`config.mk`:
```
export PLATFORM = sky130hd
export DESIGN_NAME = cmb_mem_req
export DESIGN_NICKNAME = d
export VERILOG_FILES = /design/src/cmb_pkg.sv /design/src/cmb_mem_req.sv /design/src/cmb_sram_slice.sv
export SDC_FILE = /design/constraint.sdc
export NUM_CORES = 1
export LEC_CHECK = 0
export BUFFER_PORTS_ARGS = -buffer_cell sky130_fd_sc_hd__buf_2
export CAP_MARGIN = 20
export CELL_PAD_IN_SITES_DETAIL_PLACEMENT = 0
export CELL_PAD_IN_SITES_GLOBAL_PLACEMENT = 2
export CORE_MARGIN = 2
export CORE_UTILIZATION = 27
export DETAILED_ROUTE_END_ITERATION = 16
export GPL_TIMING_DRIVEN = 0
export PLACE_DENSITY_LB_ADDON = 0.3
export SETUP_SLACK_MARGIN = 0.1
export SYNTH_ARGS = -nofsm -noshare
export SYNTH_HDL_FRONTEND = slang
export SYNTH_HIERARCHICAL = 1
export SYNTH_SLANG_ARGS = --single-unit
```
`constraint.sdc`:
```
create_clock -name sys_clk -period 2.5 [get_ports sys_clk]
set_clock_uncertainty 0.05 [all_clocks]
set_input_delay 0.125 -clock sys_clk [delete_from_list [all_inputs] [get_ports sys_clk]]
set_output_delay 0.125 -clock sys_clk [all_outputs]
set_load 0.01 [all_outputs]
```
`src/cmb_pkg.sv`:
```
package cmb_pkg;

  // Width of the address that the requester hands in
  localparam int unsigned ADDR_W      = 32;
  // Width of the configurable address pin group
  localparam int unsigned CFA_W       = 7;
  // Width of one SRAM slice data port
  localparam int unsigned SLICE_W     = 8;
  // Low nibble of a slice: parity, or the only bits in narrow builds
  localparam int unsigned SLICE_LO_W  = 4;
  // Depth of every pin synchroniser
  localparam int unsigned SYNC_DEPTH  = 2;

  // Strap positions inside the sampled strap word
  localparam int unsigned STRAP_NA    = 0;
  localparam int unsigned STRAP_WE_B  = 1;
  localparam int unsigned STRAP_WE_A  = 2;

  // Idle level of every active-low strobe
  localparam logic        STROBE_IDLE = 1'b1;
  // Reset value of the straps: all pins high
  localparam logic [2:0]  STRAP_RST   = 3'h7;

  // Address bit that lands on configurable pin 0, per line ratio
  localparam int unsigned CFA_LSB_R1  = 5;
  localparam int unsigned CFA_LSB_R2  = 6;
  localparam int unsigned CFA_LSB_R4  = 7;

  // Five configuration modes picked by the straps
  typedef enum logic [2:0] {
    CMB_MODE_0 = 3'h0,
    CMB_MODE_1 = 3'h1,
    CMB_MODE_2 = 3'h2,
    CMB_MODE_3 = 3'h3,
    CMB_MODE_4 = 3'h4
  } cmb_mode_t;

  // Line ratio of controller line to processor line
  typedef enum logic [1:0] {
    CMB_RATIO_1 = 2'h0,
    CMB_RATIO_2 = 2'h1,
    CMB_RATIO_4 = 2'h2
  } cmb_ratio_t;

  // Request sequencer, Gray along idle, address, data, done
  typedef enum logic [1:0] {
    CMB_IDLE = 2'h0,
    CMB_ADDR = 2'h1,
    CMB_DATA = 2'h3,
    CMB_DONE = 2'h2
  } cmb_state_t;

endpackage : cmb_pkg

```
`src/cmb_mem_req.sv`:
```
`timescale 1ns/100ps

module cmb_mem_req #(
  parameter int unsigned AW = cmb_pkg::ADDR_W
) (
  input  wire logic                         sys_clk,
  input  wire logic                         nrst,
  // Requests from the controller core
  input  wire logic                         req_valid,
  output logic                              req_ready,
  input  wire logic [AW-1:0]                req_addr,
  input  wire logic                         req_is_write,
  input  wire logic                         req_is_data,
  input  wire logic                         cpu_cache_attr_n,
  input  wire logic                         snoop_req,
  input  wire logic                         dp_go,
  // Pins from the processor and memory bus controller
  input  wire logic                         cpu_address_hold,
  input  wire logic                         next_addr_pipeline_enable_n,
  input  wire logic                         write_end_input_a_n,
  input  wire logic                         write_end_input_b_n,
  input  wire logic                         mem_cycle_done_n,
  // Pins toward the memory bus controller
  output logic                              mem_cycle_request_strobe_n,
  output logic                              snoop_addr_strobe_n,
  output logic                              latched_cacheability_attr_n,
  output logic                              data_or_code_ind,
  output logic                              data_path_ready_strobe_n,
  output logic                              cpu_addr_hold_track,
  output logic                              mem_addr_out_enable_n,
  output logic                              mem_addr_latch_enable,
  output logic      [AW-1:0]                mem_addr,
  output logic      [cmb_pkg::CFA_W-1:0]    configurable_addr_pins,
  output logic                              configurable_addr_oe_n,
  // Configuration and functional strap views
  output cmb_pkg::cmb_mode_t                cfg_mode,
  output cmb_pkg::cmb_ratio_t               cfg_line_ratio,
  output logic                              cfg_tag_8k,
  output logic                              cfg_two_lines_per_sector,
  output logic                              write_end_a,
  output logic                              write_end_b,
  output logic                              busy,
  // Data pins of one cache SRAM slice
  input  wire logic                         slice_parity_mode,
  input  wire logic                         slice_narrow_mode,
  input  wire logic                         slice_drive_en,
  input  wire logic [cmb_pkg::SLICE_W-1:0]  slice_wr_byte,
  input  wire logic [cmb_pkg::SLICE_W-1:0]  sram_cpu_data_slice_pins,
  output logic      [cmb_pkg::SLICE_W-1:0]  sram_cpu_data_slice_drive,
  output logic      [cmb_pkg::SLICE_W-1:0]  sram_cpu_data_slice_oe_n,
  output logic      [cmb_pkg::SLICE_W-1:0]  slice_rd_byte,
  output logic      [cmb_pkg::SLICE_LO_W-1:0] slice_bit_enables
);
  import cmb_pkg::*;

  // All state of the block except the SRAM slice
  typedef struct packed {
    cmb_state_t   st;            // Sequencer state
    logic         pipe;          // A pipelined request waits behind the current one
    logic [2:0]   pin_s1;        // Strap/functional pins, first stage
    logic [2:0]   pin_s2;        // Strap/functional pins, second stage
    logic         ah_s1;         // Address hold, first stage
    logic         ah_s2;         // Address hold, second stage
    logic         dn_s1;         // Cycle done, first stage
    logic         dn_s2;         // Cycle done, second stage
    cmb_mode_t    mode;          // Mode frozen when reset ends
    logic         run;           // Reset has ended
    logic         ads_n;         // Cycle request strobe
    logic         snp_n;         // Snoop address strobe
    logic         cache_n;       // Latched cacheability
    logic         dc;            // Data (1) or code (0)
    logic         dts_n;         // Data path ready strobe
    logic         ahtrk;         // Address hold track
    logic         aoe_n;         // Address output enable
    logic         ale;           // Address latch enable
    logic [AW-1:0] addr;         // Latched bus address
    logic [CFA_W-1:0] cfa;       // Configurable pins
    logic         cfa_oe_n;      // Configurable pins drive enable
  } cmb_state_q_t;

  cmb_state_q_t q;               // Registered state
  cmb_state_q_t d;               // Next state

  // Straps to mode; unused encodings fall back to mode 0
  function automatic cmb_mode_t strap_mode(input logic [2:0] s);
    case (s)
      3'h1:    strap_mode = CMB_MODE_1;
      3'h2:    strap_mode = CMB_MODE_2;
      3'h3:    strap_mode = CMB_MODE_3;
      3'h4:    strap_mode = CMB_MODE_4;
      default: strap_mode = CMB_MODE_0;
    endcase
  endfunction

  // Line ratio of each mode
  function automatic cmb_ratio_t mode_ratio(input cmb_mode_t m);
    case (m)
      CMB_MODE_1, CMB_MODE_2: mode_ratio = CMB_RATIO_2;
      CMB_MODE_3, CMB_MODE_4: mode_ratio = CMB_RATIO_4;
      default:                mode_ratio = CMB_RATIO_1;
    endcase
  endfunction

  // Configurable pins take address bits from a ratio-dependent base
  function automatic logic [CFA_W-1:0] cfa_map(input cmb_ratio_t r, input logic [AW-1:0] a);
    case (r)
      CMB_RATIO_2: cfa_map = a[CFA_LSB_R2 +: CFA_W];
      CMB_RATIO_4: cfa_map = a[CFA_LSB_R4 +: CFA_W];
      default:     cfa_map = a[CFA_LSB_R1 +: CFA_W];
    endcase
  endfunction

  logic na_act;                  // Next-address enable seen after reset
  logic done_act;                // Cycle done seen after reset
  logic take;                    // A request is accepted this cycle

  assign na_act   = q.run & ~q.pin_s2[STRAP_NA];
  assign done_act = q.run & ~q.dn_s2;
  // New cycle only when idle, or pipelined under next-address enable
  assign req_ready = q.run & ((q.st == CMB_IDLE) |
                     ((q.st == CMB_DONE) & na_act & ~q.pipe));
  assign take = req_valid & req_ready;

  // Next-state logic for sequencer, strobes and syncs
  always_comb begin
    d = q;
    // Pin synchronisers; only the second stage is read
    d.pin_s1 = {write_end_input_a_n, write_end_input_b_n, next_addr_pipeline_enable_n};
    d.pin_s2 = q.pin_s1;
    d.ah_s1  = cpu_address_hold;
    d.ah_s2  = q.ah_s1;
    d.dn_s1  = mem_cycle_done_n;
    d.dn_s2  = q.dn_s1;
    // Track the processor's address hold
    d.ahtrk  = q.ah_s2;
    // Strobes are single-cycle pulses by default
    d.ads_n  = STROBE_IDLE;
    d.snp_n  = STROBE_IDLE;
    d.dts_n  = STROBE_IDLE;
    d.aoe_n  = 1'b1;
    d.ale    = 1'b0;
    case (q.st)
      CMB_IDLE: begin
        if (take) begin
          d.st = CMB_ADDR;
        end else if (snoop_req & q.run) begin
          // Snoop path shares attributes but uses its own strobe
          d.snp_n   = 1'b0;
          d.cache_n = cpu_cache_attr_n;
          d.st      = CMB_DATA;
        end
      end
      CMB_ADDR: begin
        d.st = CMB_DATA;
      end
      CMB_DATA: begin
        // Data strobe waits on the data path, not on address
        if (dp_go) begin
          d.dts_n = 1'b0;                      // Read: ack may follow; write: data next clock
          d.st    = CMB_DONE;
        end
      end
      CMB_DONE: begin
        if (take) begin
          d.pipe = 1'b1;
        end
        // Done frees the cycle; a pipelined one moves on to its data phase
        if (done_act) begin
          d.st   = (q.pipe | take) ? CMB_DATA : CMB_IDLE;
          d.pipe = 1'b0;
        end
      end
      default: d.st = CMB_IDLE;
    endcase
    if (take) begin
      // Strobe with address, attributes and enables in one cycle
      d.ads_n    = 1'b0;
      d.aoe_n    = 1'b0;
      d.ale      = 1'b1;
      d.addr     = req_addr;
      d.cache_n  = cpu_cache_attr_n;           // Latched with the strobe
      d.dc       = req_is_data;                // Per-cycle data or code
      d.cfa      = cfa_map(mode_ratio(q.mode), req_addr);
      d.cfa_oe_n = 1'b0;
    end
    if (!nrst) begin
      // Straps read while reset is held; last value kept at release
      d.mode     = strap_mode(q.pin_s2);
      d.run      = 1'b0;
      d.st       = CMB_IDLE;
      d.pipe     = 1'b0;
      d.ads_n    = STROBE_IDLE;
      d.snp_n    = STROBE_IDLE;
      d.dts_n    = STROBE_IDLE;
      d.cache_n  = 1'b1;
      d.dc       = 1'b0;
      d.ahtrk    = 1'b0;
      d.aoe_n    = 1'b1;
      d.ale      = 1'b0;
      d.addr     = '0;
      d.cfa      = '0;
      d.cfa_oe_n = 1'b1;
    end else begin
      d.run = 1'b1;
    end
  end

  // One register stage for the whole block; req_is_write does not change any of it
  always_ff @(posedge sys_clk) begin
    q <= d;
  end

  // Register-driven pin outputs
  assign mem_cycle_request_strobe_n  = q.ads_n;
  assign snoop_addr_strobe_n         = q.snp_n;
  assign latched_cacheability_attr_n = q.cache_n;
  assign data_or_code_ind            = q.dc;
  assign data_path_ready_strobe_n    = q.dts_n;
  assign cpu_addr_hold_track         = q.ahtrk;
  assign mem_addr_out_enable_n       = q.aoe_n;
  assign mem_addr_latch_enable       = q.ale;
  assign mem_addr                    = q.addr;
  assign configurable_addr_pins      = q.cfa;
  assign configurable_addr_oe_n      = q.cfa_oe_n;
  assign cfg_mode                    = q.mode;
  assign cfg_line_ratio              = mode_ratio(q.mode);
  assign cfg_tag_8k                  = (q.mode == CMB_MODE_2) | (q.mode == CMB_MODE_4);
  assign cfg_two_lines_per_sector    = (q.mode == CMB_MODE_1) | (q.mode == CMB_MODE_3) |
                                       (q.mode == CMB_MODE_4);
  // Write-end pins mean nothing until reset has ended
  assign write_end_a                 = q.run & ~q.pin_s2[STRAP_WE_A];
  assign write_end_b                 = q.run & ~q.pin_s2[STRAP_WE_B];
  assign busy                        = (q.st != CMB_IDLE);

  // Slice shares clock and reset; its pins are synchronised inside
  cmb_sram_slice slice_u (
    .sys_clk                   (sys_clk),
    .nrst                      (nrst),
    .parity_mode               (slice_parity_mode),
    .narrow_mode               (slice_narrow_mode),
    .drive_en                  (slice_drive_en),
    .wr_byte                   (slice_wr_byte),
    .sram_cpu_data_slice_pins  (sram_cpu_data_slice_pins),
    .sram_cpu_data_slice_drive (sram_cpu_data_slice_drive),
    .sram_cpu_data_slice_oe_n  (sram_cpu_data_slice_oe_n),
    .rd_byte                   (slice_rd_byte),
    .bit_enables               (slice_bit_enables)
  );

  // Write direction is carried by the core; kept for the data path hand-off
  logic unused_dir;              // Direction is informational here
  assign unused_dir = req_is_write;

endmodule // cmb_mem_req

```
`src/cmb_sram_slice.sv`:
```
`timescale 1ns/100ps

// One cache data SRAM slice pin group toward the processor data bus
module cmb_sram_slice (
  input  wire logic                         sys_clk,
  input  wire logic                         nrst,
  input  wire logic                         parity_mode,
  input  wire logic                         narrow_mode,
  input  wire logic                         drive_en,
  input  wire logic [cmb_pkg::SLICE_W-1:0]  wr_byte,
  input  wire logic [cmb_pkg::SLICE_W-1:0]  sram_cpu_data_slice_pins,
  output logic      [cmb_pkg::SLICE_W-1:0]  sram_cpu_data_slice_drive,
  output logic      [cmb_pkg::SLICE_W-1:0]  sram_cpu_data_slice_oe_n,
  output logic      [cmb_pkg::SLICE_W-1:0]  rd_byte,
  output logic      [cmb_pkg::SLICE_LO_W-1:0] bit_enables
);
  import cmb_pkg::*;

  // All state of the slice
  typedef struct packed {
    logic [SLICE_W-1:0] s1;      // First synchroniser stage
    logic [SLICE_W-1:0] s2;      // Second synchroniser stage
    logic [SLICE_W-1:0] dout;    // Registered pin data
    logic [SLICE_W-1:0] oe_n;    // Registered enables, low drives
  } cmb_slice_t;

  cmb_slice_t q;                 // Registered state
  cmb_slice_t d;                 // Next state

  // Next state: sync the pins, then build drive data and enables
  always_comb begin
    d    = q;
    d.s1 = sram_cpu_data_slice_pins;
    d.s2 = q.s1;
    d.oe_n = {SLICE_W{1'b1}};
    d.dout = wr_byte;
    if (parity_mode) begin
      // Low nibble carries parity, high nibble is byte-enable input
      d.oe_n[SLICE_LO_W-1:0] = {SLICE_LO_W{~drive_en}};
    end else if (narrow_mode) begin
      // Upper pins stay undriven in four-pin builds
      d.oe_n[SLICE_LO_W-1:0] = {SLICE_LO_W{~drive_en}};
      d.dout[SLICE_W-1:SLICE_LO_W] = '0;
    end else begin
      // Full byte-wide data port
      d.oe_n = {SLICE_W{~drive_en}};
    end
    if (!nrst) begin
      d.oe_n = {SLICE_W{1'b1}};
      d.dout = '0;
    end
  end

  // Single register stage for the whole slice
  always_ff @(posedge sys_clk) begin
    q <= d;
  end

  assign sram_cpu_data_slice_drive = q.dout;
  assign sram_cpu_data_slice_oe_n  = q.oe_n;
  // Narrow builds read back only the low nibble
  assign rd_byte     = narrow_mode ? {{(SLICE_W-SLICE_LO_W){1'b0}}, q.s2[SLICE_LO_W-1:0]} : q.s2;
  // Active-low byte enables arrive on the upper nibble
  assign bit_enables = parity_mode ? q.s2[SLICE_W-1:SLICE_LO_W] : '0;

endmodule // cmb_sram_slice

```
**Word level (Yosys, flattened, before mapping)**

Cells that the tools add are included.

- Equality and inequality tests: 16
- Multiplexer cells: 22
- Reduce and logical (&&, ||, !) cells: 13
- Bitwise logic cells: 22

Operators by type and width:

| operator | count |
|---|---|
| two-way mux 42 bit | 1 |
| two-way mux 2 bit | 7 |
| case mux 7 bit (2 select lines) | 1 |
| == test 3 x 2 -> 1 bit (second input constant) | 4 |
| two-way mux 4 bit | 3 |
| case mux 3 bit (4 select lines) | 1 |
| AND 1 bit | 9 |
| two-way mux 8 bit | 1 |
| NOT 1 bit | 8 |
| case mux 2 bit (4 select lines) | 1 |
| nonzero test 2 bit | 4 |
| == test 2 bit (second input constant) | 3 |
| == test 3 x 1 -> 1 bit (second input constant) | 2 |
| == test 3 bit (second input constant) | 2 |
| AND reduction 2 bit | 3 |
| OR reduction 3 bit | 2 |
| two-way mux 1 bit | 5 |
| OR 1 bit | 5 |
| == test 2 x 1 -> 1 bit (second input constant) | 2 |
| != test 2 bit (second input constant) | 2 |
| case mux 2 bit (2 select lines) | 1 |
| OR reduction 2 bit | 2 |
| two-way mux 3 bit | 1 |
| != test 3 x 2 -> 1 bit (second input constant) | 1 |
| other kinds (2) | 2 |

- Bits in registers: 91
- Output and inout bits: 87
- Word-level logic and storage cells: 99
- Input bits: 64

**Logic depth before layout (Yosys ltp)**

Gate-level depths: netlist (run 1).

- Depth after elaboration: 11
- Gate-level depth with buffers: 7
- Depth with buffers taken out: 6

**Hierarchy**

Netlist (run 1), hierarchy kept.

By module, submodules not included:

| module | instances | area an instance (µm²) | sequential area each (µm²) | cells an instance |
|---|---|---|---|---|
| cmb_mem_req | 1 | 2,766.4 | 1,311.3 | 307 |
| cmb_sram_slice | 1 | 799.5 | 520.5 | 65 |

**Worst setup path after synthesis (run 1)**

OpenSTA, ideal clock, no wires.

- Path type: register -> register
- Start point: reg q, in the netlist cfg_mode[0]
- End point: reg q, in the netlist configurable_addr_pins[4]
- Slack: 0.626 ns
- Arrival time: 1.731 ns
- Library setup time: 0.092 ns
- Stages on the path, launching flop included: 8
- Required time: 2.358 ns
- Clock period less this slack: 1.874 ns
- Buffers on the path: 1
- Path through: edfxtp_1 -> nor2b_1 -> a21oi_1 -> inv_1 -> ha_1 -> clkbuf_1 -> nor2b_1 -> o32ai_1

- Word-level cells in the longest chain between the ends: 6
- Elaborated cells on any way between the ends: 11
- Those cells by class: eq/ne: 6; mux: 3; reduce/logical: 2

RTL lines:

| item | RTL line | source |
|---|---|---|
| start: declaration | cmb_mem_req.sv:81 | `cmb_state_q_t q;` |
| start signal: assignment | cmb_mem_req.sv:210 | `q <= d;` |
| == test 3 bit (tied with other cells) | cmb_mem_req.sv:97 | `case (m)` |
| OR reduction 2 bit | cmb_mem_req.sv:97 |  |
| case mux 2 bit (2 select lines) * | cmb_mem_req.sv:97 |  |
| two-way mux 2 bit * | cmb_mem_req.sv:175 | `if (take) begin` |
| == test 2 bit or == test 2 x 1 -> 1 bit (tied branches) | cmb_mem_req.sv:106 | `case (r)` |
| case mux 7 bit (2 select lines) * | cmb_mem_req.sv:106 |  |

Every way passes the cells marked *; elsewhere a longest branch is shown, timed or not. The select of a mux whose other input is x is not followed.
A chain may end at the register's enable or synchronous reset.

**Final worst setup path (run 1)**

- Start point: reg q, in the netlist cfg_mode[0]
- End point: reg q, in the netlist configurable_addr_pins[2]

The elaborated chain is that of the path after synthesis.

==> flow_metrics.py, run 1 <==
metrics = {
    "logic_synthesis": {
        "syn_area_um2": 3570,
        "synthesis.nets": 439,
        "yosysWarnings": 6,
        "synth_area_leaders": "dfxtp_1 49%, buf_4 13%, a21oi_1 4.9%",
        "ys.flop_type": "dfxtp_1",
        "ys_seq_elements": 90,
        "synth_top_area_share_pct": 48.8,
        "yosysSeqAreaShare_pct": 51.4,
        "synthArstFlopShare_pct": 0,
        "synth.most_common_cell": "dfxtp_1",
        "synth_edf_count": 3,
        "yosys-top-cells-count": "87 x dfxtp_1, 64 x buf_4, 35 x a21oi_1",
        "synth_area_leader_cell": "dfxtp_1",
        "synth_area_per_cell_um2": 9.59,
        "syn_inst": 372,
        "ys_types": 40,
    },
    "critical_path": {
        "worstReg2RegStart": "cfg_mode[0]",
        "r2r-end": "configurable_addr_pins[2]",
        "crit_type": "reg2reg",
        "critical_path_arrival_ns": 2.33,
        "ff2ff_setup_slack_ns": 0.33,
        "cp_max_fo": 10,
        "cp-startpoint": "cfg_mode[0]",
        "cp-endpoint": "configurable_addr_pins[2]",
        "r2r_cells": 7,
        "critPathLaunchType": "register",
        "critPathCaptureType": "register",
        "critPathRequiredTime_ns": 2.66,
    },
    "sta": {
        "tns_ns": 0,
        "final-hold-violation-count": 0,
        "final.min_clock_period_ns": 2.17,
        "worst_slew_pin_slew_ns": 0.635,
        "worst_slack_ns": 0.331,
        "fin_crit_sh_pct": 86.8,
        "rsz0062_at_grt": "no",
        "setup_viol": 0,
        "hold_slack_ns": 0.0130,
        "fmax_mhz": 461,
        "final-max-slew-violation-count": 0,
        "relSlewSlack_pct": 57.7,
    },
    "clocking": {
        "clockRootBuffer": "clkbuf_16",
        "clk_path_buf_depth": 2,
        "cts_made_buffers": 9,
        "clock_sinks": 90,
        "post_cts_buffers": 0,
        "htreeDepth": 3,
        "cts_tree": "done",
        "clk_latency_ns": 0.34,
        "path_clk_slew_ns": 0.07,
    },
    "power_and_ir_drop": {
        "p_leak_nw": 2.49,
        "finalPower_mw": 3.45,
        "peakVddDrop_mv": 0.392,
        "power_density_nw_per_um2": 648,
    },
    "global_routing": {
        "overflow": 0,
        "antenna_found_initial": 0,
        "grt.total_usage_pct": 14.2,
        "grt_use_met2_pct": 23.7,
        "grtUsageMet3_pct": 4.07,
        "met1_usage_pct": 17.1,
        "grt_max_degree": 15,
        "grt-busiest-layer": "met2",
        "grt_pass1_vias": 3168,
        "grt_pass1_wl_mm": 15.7,
    },
    "placement": {
        "finalWeightedCongestion": 0.699,
        "detailed_place_hpwl_mm": 7.00,
        "pre_cts_slack_ns": 0.344,
        "io_buffers": 149,
    },
    "finish": {
        "multi_input_area_um2": 1140,
        "nFillCells": 1331,
        "diodes": 0,
        "drive_gt1_share_pct": 42.8,
        "register_area_um2": 1830,
        "nets": 649,
        "final_util_pct": 41.7,
        "area_growth_pct": 49.4,
    },
    "route": {
        "drt_pre_antenna_iters": 4,
        "routedWlPerCell_um": 13.1,
        "wl_mm": 9.92,
        "vias_per_cell": 4.27,
        "drc_errors": 0,
        "drt-initial-drc-count": 156,
        "vias": 3239,
        "ant_nets": 0,
    },
    "floorplan": {
        "core_um2": 12800,
        "start_util_pct": 27.9,
        "pin_count": 151,
        "die-area_um2": 14100,
        "die_h_um": 119,
        "die_w_um": 119,
        "rows": 41,
    },
    "min_path": {
        "hp-class": "in2reg",
    },
    "run_status": {
        "outcome": "finished clean",
    },
    "run": {
        "maxCapViolCount": 0,
    },
}
-- layout by cell type (no fill, tap or decap), types with 2 or more instances in the layout --
| cell | synthesis | final |
|---|---|---|
| buf_2 | 7 | 156 |
| dfxtp_1 | 87 | 87 |
| buf_4 | 64 | 64 |
| dlygate4sd3_1 | 0 | 50 |
| a21oi_1 | 35 | 35 |
| nand3_1 | 34 | 34 |
| o21ai_0 | 33 | 33 |
| nor2b_1 | 16 | 16 |
| clkbuf_1 | 9 | 10 |
| nand2_1 | 10 | 10 |
| clkbuf_16 | 0 | 9 |
| nor2_1 | 7 | 7 |
| a221oi_1 | 7 | 7 |
| o32ai_1 | 7 | 7 |
| inv_1 | 5 | 5 |
| and2_1 | 5 | 5 |
| nand2b_1 | 4 | 4 |
| and3_2 | 4 | 4 |
| and2_2 | 4 | 4 |
| clkbuf_2 | 2 | 3 |
| a31oi_1 | 3 | 3 |
| ha_1 | 3 | 3 |
| edfxtp_1 | 3 | 3 |
| nor3b_1 | 2 | 2 |
| or2_2 | 2 | 2 |
| or3_1 | 2 | 2 |
| nor3_1 | 2 | 2 |
-- kinds of logic (layout without fill, tap and decap cells) --
kind of cell / after synthesis / in the layout / synth area share [%]
simple gates: 99 / 99 / 15.8
mux: 1 / 1 / 0.281
buf+inv: 88 / 303 / 16.5
compound gates: 89 / 89 / 14.5
flops: 90 / 90 / 51.4
fa+ha+maj: 3 / 3 / 1.05
xor+xnor: 2 / 2 / 0.491
-- critical path: stages, from the launching register on --
cell      delay (ns)
edfxtp_1        0.46
nor2b_1         0.18
a21oi_1         0.31
inv_1           0.08
ha_1            0.35
clkbuf_2        0.20
a221oi_1        0.28
o32ai_1         0.12
-- report_power, final --
part / leakage, nW / total (mW) / internal [mW] / switching, mW
registers: 0.750 / 1.56 / 1.52 / 0.0402
clock network: 0.143 / 1.36 / 0.802 / 0.553
logic: 1.59 / 0.536 / 0.281 / 0.255
-- per-layer routing --
| metal | routed length [um] | vias to the layer above |
|---|---|---|
| li1 | - | 1643 |
| met1 | 4480 | 1492 |
| met2 | 4820 | 94 |
| met3 | 450 | 10 |
| met4 | 172 | 0 |
| met5 | 0 | - |
-- through the flow --
step,std cells,cell area [um^2]
after global placement,693,4530
final,759,5330
after CTS,759,5330
after detailed placement,693,4530
after floorplan,372,3570
after global routing,759,5330
-- registers in the layout, summed over array words and instances, names as in the netlist, 2 cells and up --
signal	flops
mem_addr	32
d	5
slice_u/sram_cpu_data_slice_oe_n	2
configurable_addr_pins	7
slice_u/d	8
cfg_mode	3
slice_u/q	8
q	9
slice_u/sram_cpu_data_slice_drive	8
-- cell type report --
class | count | area share (%)
Buffer | 83 | 10.7
Clock buffer | 12 | 4.63
Clock inverter | 4 | 0.963
Inverter | 5 | 0.352
Multi-Input combinational cell | 194 | 21.5
Sequential cell | 90 | 34.4
Tap cell | 172 | 4.04
Timing Repair Buffer | 199 | 23.4
-- worst min-delay path by stage --
stage | start | to | slack, ns | cells past startpoint
2_1_floorplan | mem_cycle_done_n | d[52] | 0.10 | 0
3_3_place_gp | mem_cycle_done_n | d[52] | 0.18 | 1
3_5_place_dp | write_end_input_b_n | d[57] | 0.18 | 1
4_1_cts | req_addr[12] | mem_addr[12] | 0.0003 | 3
5_1_grt | req_addr[11] | mem_addr[11] | 0.02 | 3
6_report | req_addr[12] | mem_addr[12] | 0.01 | 3
-- what timing repair did --
item,4_1_cts,5_1_grt
hold buffers,50,0
hold endpoints to repair,49,0
gates resized for setup,0,2
endpoints found under the setup margin,0,1
Power figures use the tool's default switching activity.
==> run 2: changes to the inputs <==
clock period = 2.2 ns   (was 2.5 ns; I/O delays follow)
==> run 2 against run 1 <==
Via count increased by 1.2%; flip-flop and latch count is the same; clock-buffer cell count did not move; combinational power is 15% higher; sequential share of layout area decreased by 0.39 points; highest routed layer unchanged; maximum frequency is 7.4% higher; power up 14%; setup slack lost 0.15 ns; hold slack got worse by 0.0043 ns.
==> flow_metrics.py, run 2 (synthesis gave the netlist of run 1 again) <==
metrics = {
    "sta": {
        "fin_crit_sh_pct": 91.8,
        "fmax_mhz": 495,
        "relSlewSlack_pct": 57.7,
        "final-max-slew-violation-count": 0,
        "final.min_clock_period_ns": 2.02,
        "tns_ns": 0,
        "final-hold-violation-count": 0,
        "rsz0062_at_grt": "yes",
        "setup_viol": 0,
        "worst_slew_pin_slew_ns": 0.634,
    },
    "critical_path": {
        "critical_path_arrival_ns": 2.17,
        "critPathLaunchType": "register",
        "cp-startpoint": "cfg_mode[0]",
        "r2r-end": "configurable_addr_pins[2]",
        "critPathBufInv": 2,
        "cp_slowest_stage_delay_ns": 0.44,
        "path_cells": "nor2b_1 > a21oi_2 > inv_1 > ha_1 > buf_2 > a221oi_1 > o32ai_1",
        "r2r_cells": 7,
        "critPathSlowestCell": "edfxtp_1",
        "critPathCaptureType": "register",
        "worstReg2RegStart": "cfg_mode[0]",
        "crit_type": "reg2reg",
        "ff2ff_setup_slack_ns": 0.18,
        "critPathRequiredTime_ns": 2.36,
        "cp_top_family": "compound AO/OA/AOI/OAI gates",
        "cp_max_fo": 10,
    },
    "floorplan": {
        "start_util_pct": 27.9,
        "die_w_um": 119,
        "rows": 41,
        "core_um2": 12800,
        "die-area_um2": 14100,
        "pin_count": 151,
        "die_h_um": 119,
    },
    "route": {
        "ant_nets": 0,
        "wl_mm": 10.0,
        "drt-initial-drc-count": 159,
        "drt_pre_antenna_iters": 4,
        "vias": 3279,
        "drc_errors": 0,
        "vias_per_cell": 4.29,
        "routedWlPerCell_um": 13.1,
    },
    "placement": {
        "detailed_place_hpwl_mm": 7.00,
        "io_buffers": 149,
        "placed_cells": 693,
        "finalWeightedCongestion": 0.699,
    },
    "min_path": {
        "hp-class": "in2reg",
        "min_to": "q[48]",
        "hold_path.startpoint": "nrst",
        "whs_path_depth": 1,
    },
    "global_routing": {
        "grt_max_degree": 15,
        "grt.total_usage_pct": 14.3,
        "grt_pass1_vias": 3195,
        "met1_usage_pct": 17.1,
        "grt_use_met2_pct": 24.0,
        "grtUsageMet3_pct": 4.02,
        "grt-busiest-layer": "met2",
        "overflow": 0,
        "antenna_found_initial": 0,
        "grt_pass1_wl_mm": 15.7,
    },
    "finish": {
        "nFillCells": 1323,
        "final_util_pct": 42.2,
        "nets": 655,
        "final_common_cell": "buf_2",
        "diodes": 0,
        "instances_no_fill": 765,
        "drive_gt1_share_pct": 43.2,
        "area_growth_pct": 51.1,
        "layout_common_cells": "157 x buf_2, 87 x dfxtp_1, 67 x buf_4",
        "largest_register_ffs": 32,
    },
    "run_status": {
        "outcome": "finished clean",
    },
    "clocking": {
        "clk_path_buf_depth": 2,
        "cts_made_buffers": 9,
        "clk_latency_ns": 0.34,
        "clockRootBuffer": "clkbuf_16",
        "path_clk_slew_ns": 0.07,
        "cts_tree": "done",
        "clock_sinks": 90,
        "htreeDepth": 3,
    },
    "power_and_ir_drop": {
        "peakVddDrop_mv": 0.446,
        "p_leak_nw": 2.52,
        "power_density_nw_per_um2": 730,
    },
    "run": {
        "maxCapViolCount": 0,
    },
}
-- run 2: per-layer routing --
layer	wire, um	up-vias
met5	0	-
met4	174	0
met3	470	10
met2	4880	96
met1	4480	1517
li1	-	1656
-- run 2: per-stage QoR --
stage	hold WS, ns	worst slack (ns)	total power, mW	instance area, um^2
final	0.00870	0.181	3.94	5390
after global routing	0.00638	0.0716	4.13	5390
after global placement	0.162	0.0860	2.35	4530
after floorplan	0.0877	0.326	2.13	3570
after detailed placement	0.164	0.0437	2.36	4530
after CTS	0.000973	0.180	3.99	5360
-- run 2: what timing repair did --
item                       CTS  global route
gates cloned                 0             0
setup endpoints to repair    7             7
resized for setup            2             2
buffers inserted             0             3
hold endpoints to repair    52             0
hold buffers                53             0
-- run 2: area by class of cell --
type,count,area (um^2),area share (%)
multi-input cells,194,1150,21.4
repair buffers,205,1300,24.1
clock inverters,4,51.3,0.952
flip-flops and latches,90,1830,34.0
well taps,172,215,3.99
plain buffers,83,572,10.6
inverters,5,18.8,0.348
clock buffers,12,246,4.58
-- run 2: how the worst max path moves through the flow --
| stage | to | slack [ns] | cells after the start |
|---|---|---|---|
| floorplan | configurable_addr_pins[4] | 0.33 | 7 |
| global placement | configurable_addr_pins[1] | 0.09 | 7 |
| detailed placement | configurable_addr_pins[2] | 0.04 | 7 |
| CTS | configurable_addr_pins[2] | 0.18 | 7 |
| global route | configurable_addr_pins[2] | 0.07 | 7 |
| finish | configurable_addr_pins[2] | 0.18 | 7 |
-- run 2: power by group --
part           total (mW)  switching [mW]  internal (mW)  leakage (nW)
registers            1.77          0.0458           1.73         0.750
logic               0.619           0.292          0.327          1.62
clock network        1.54           0.631          0.912         0.143
total                3.94           0.969           2.97          2.52
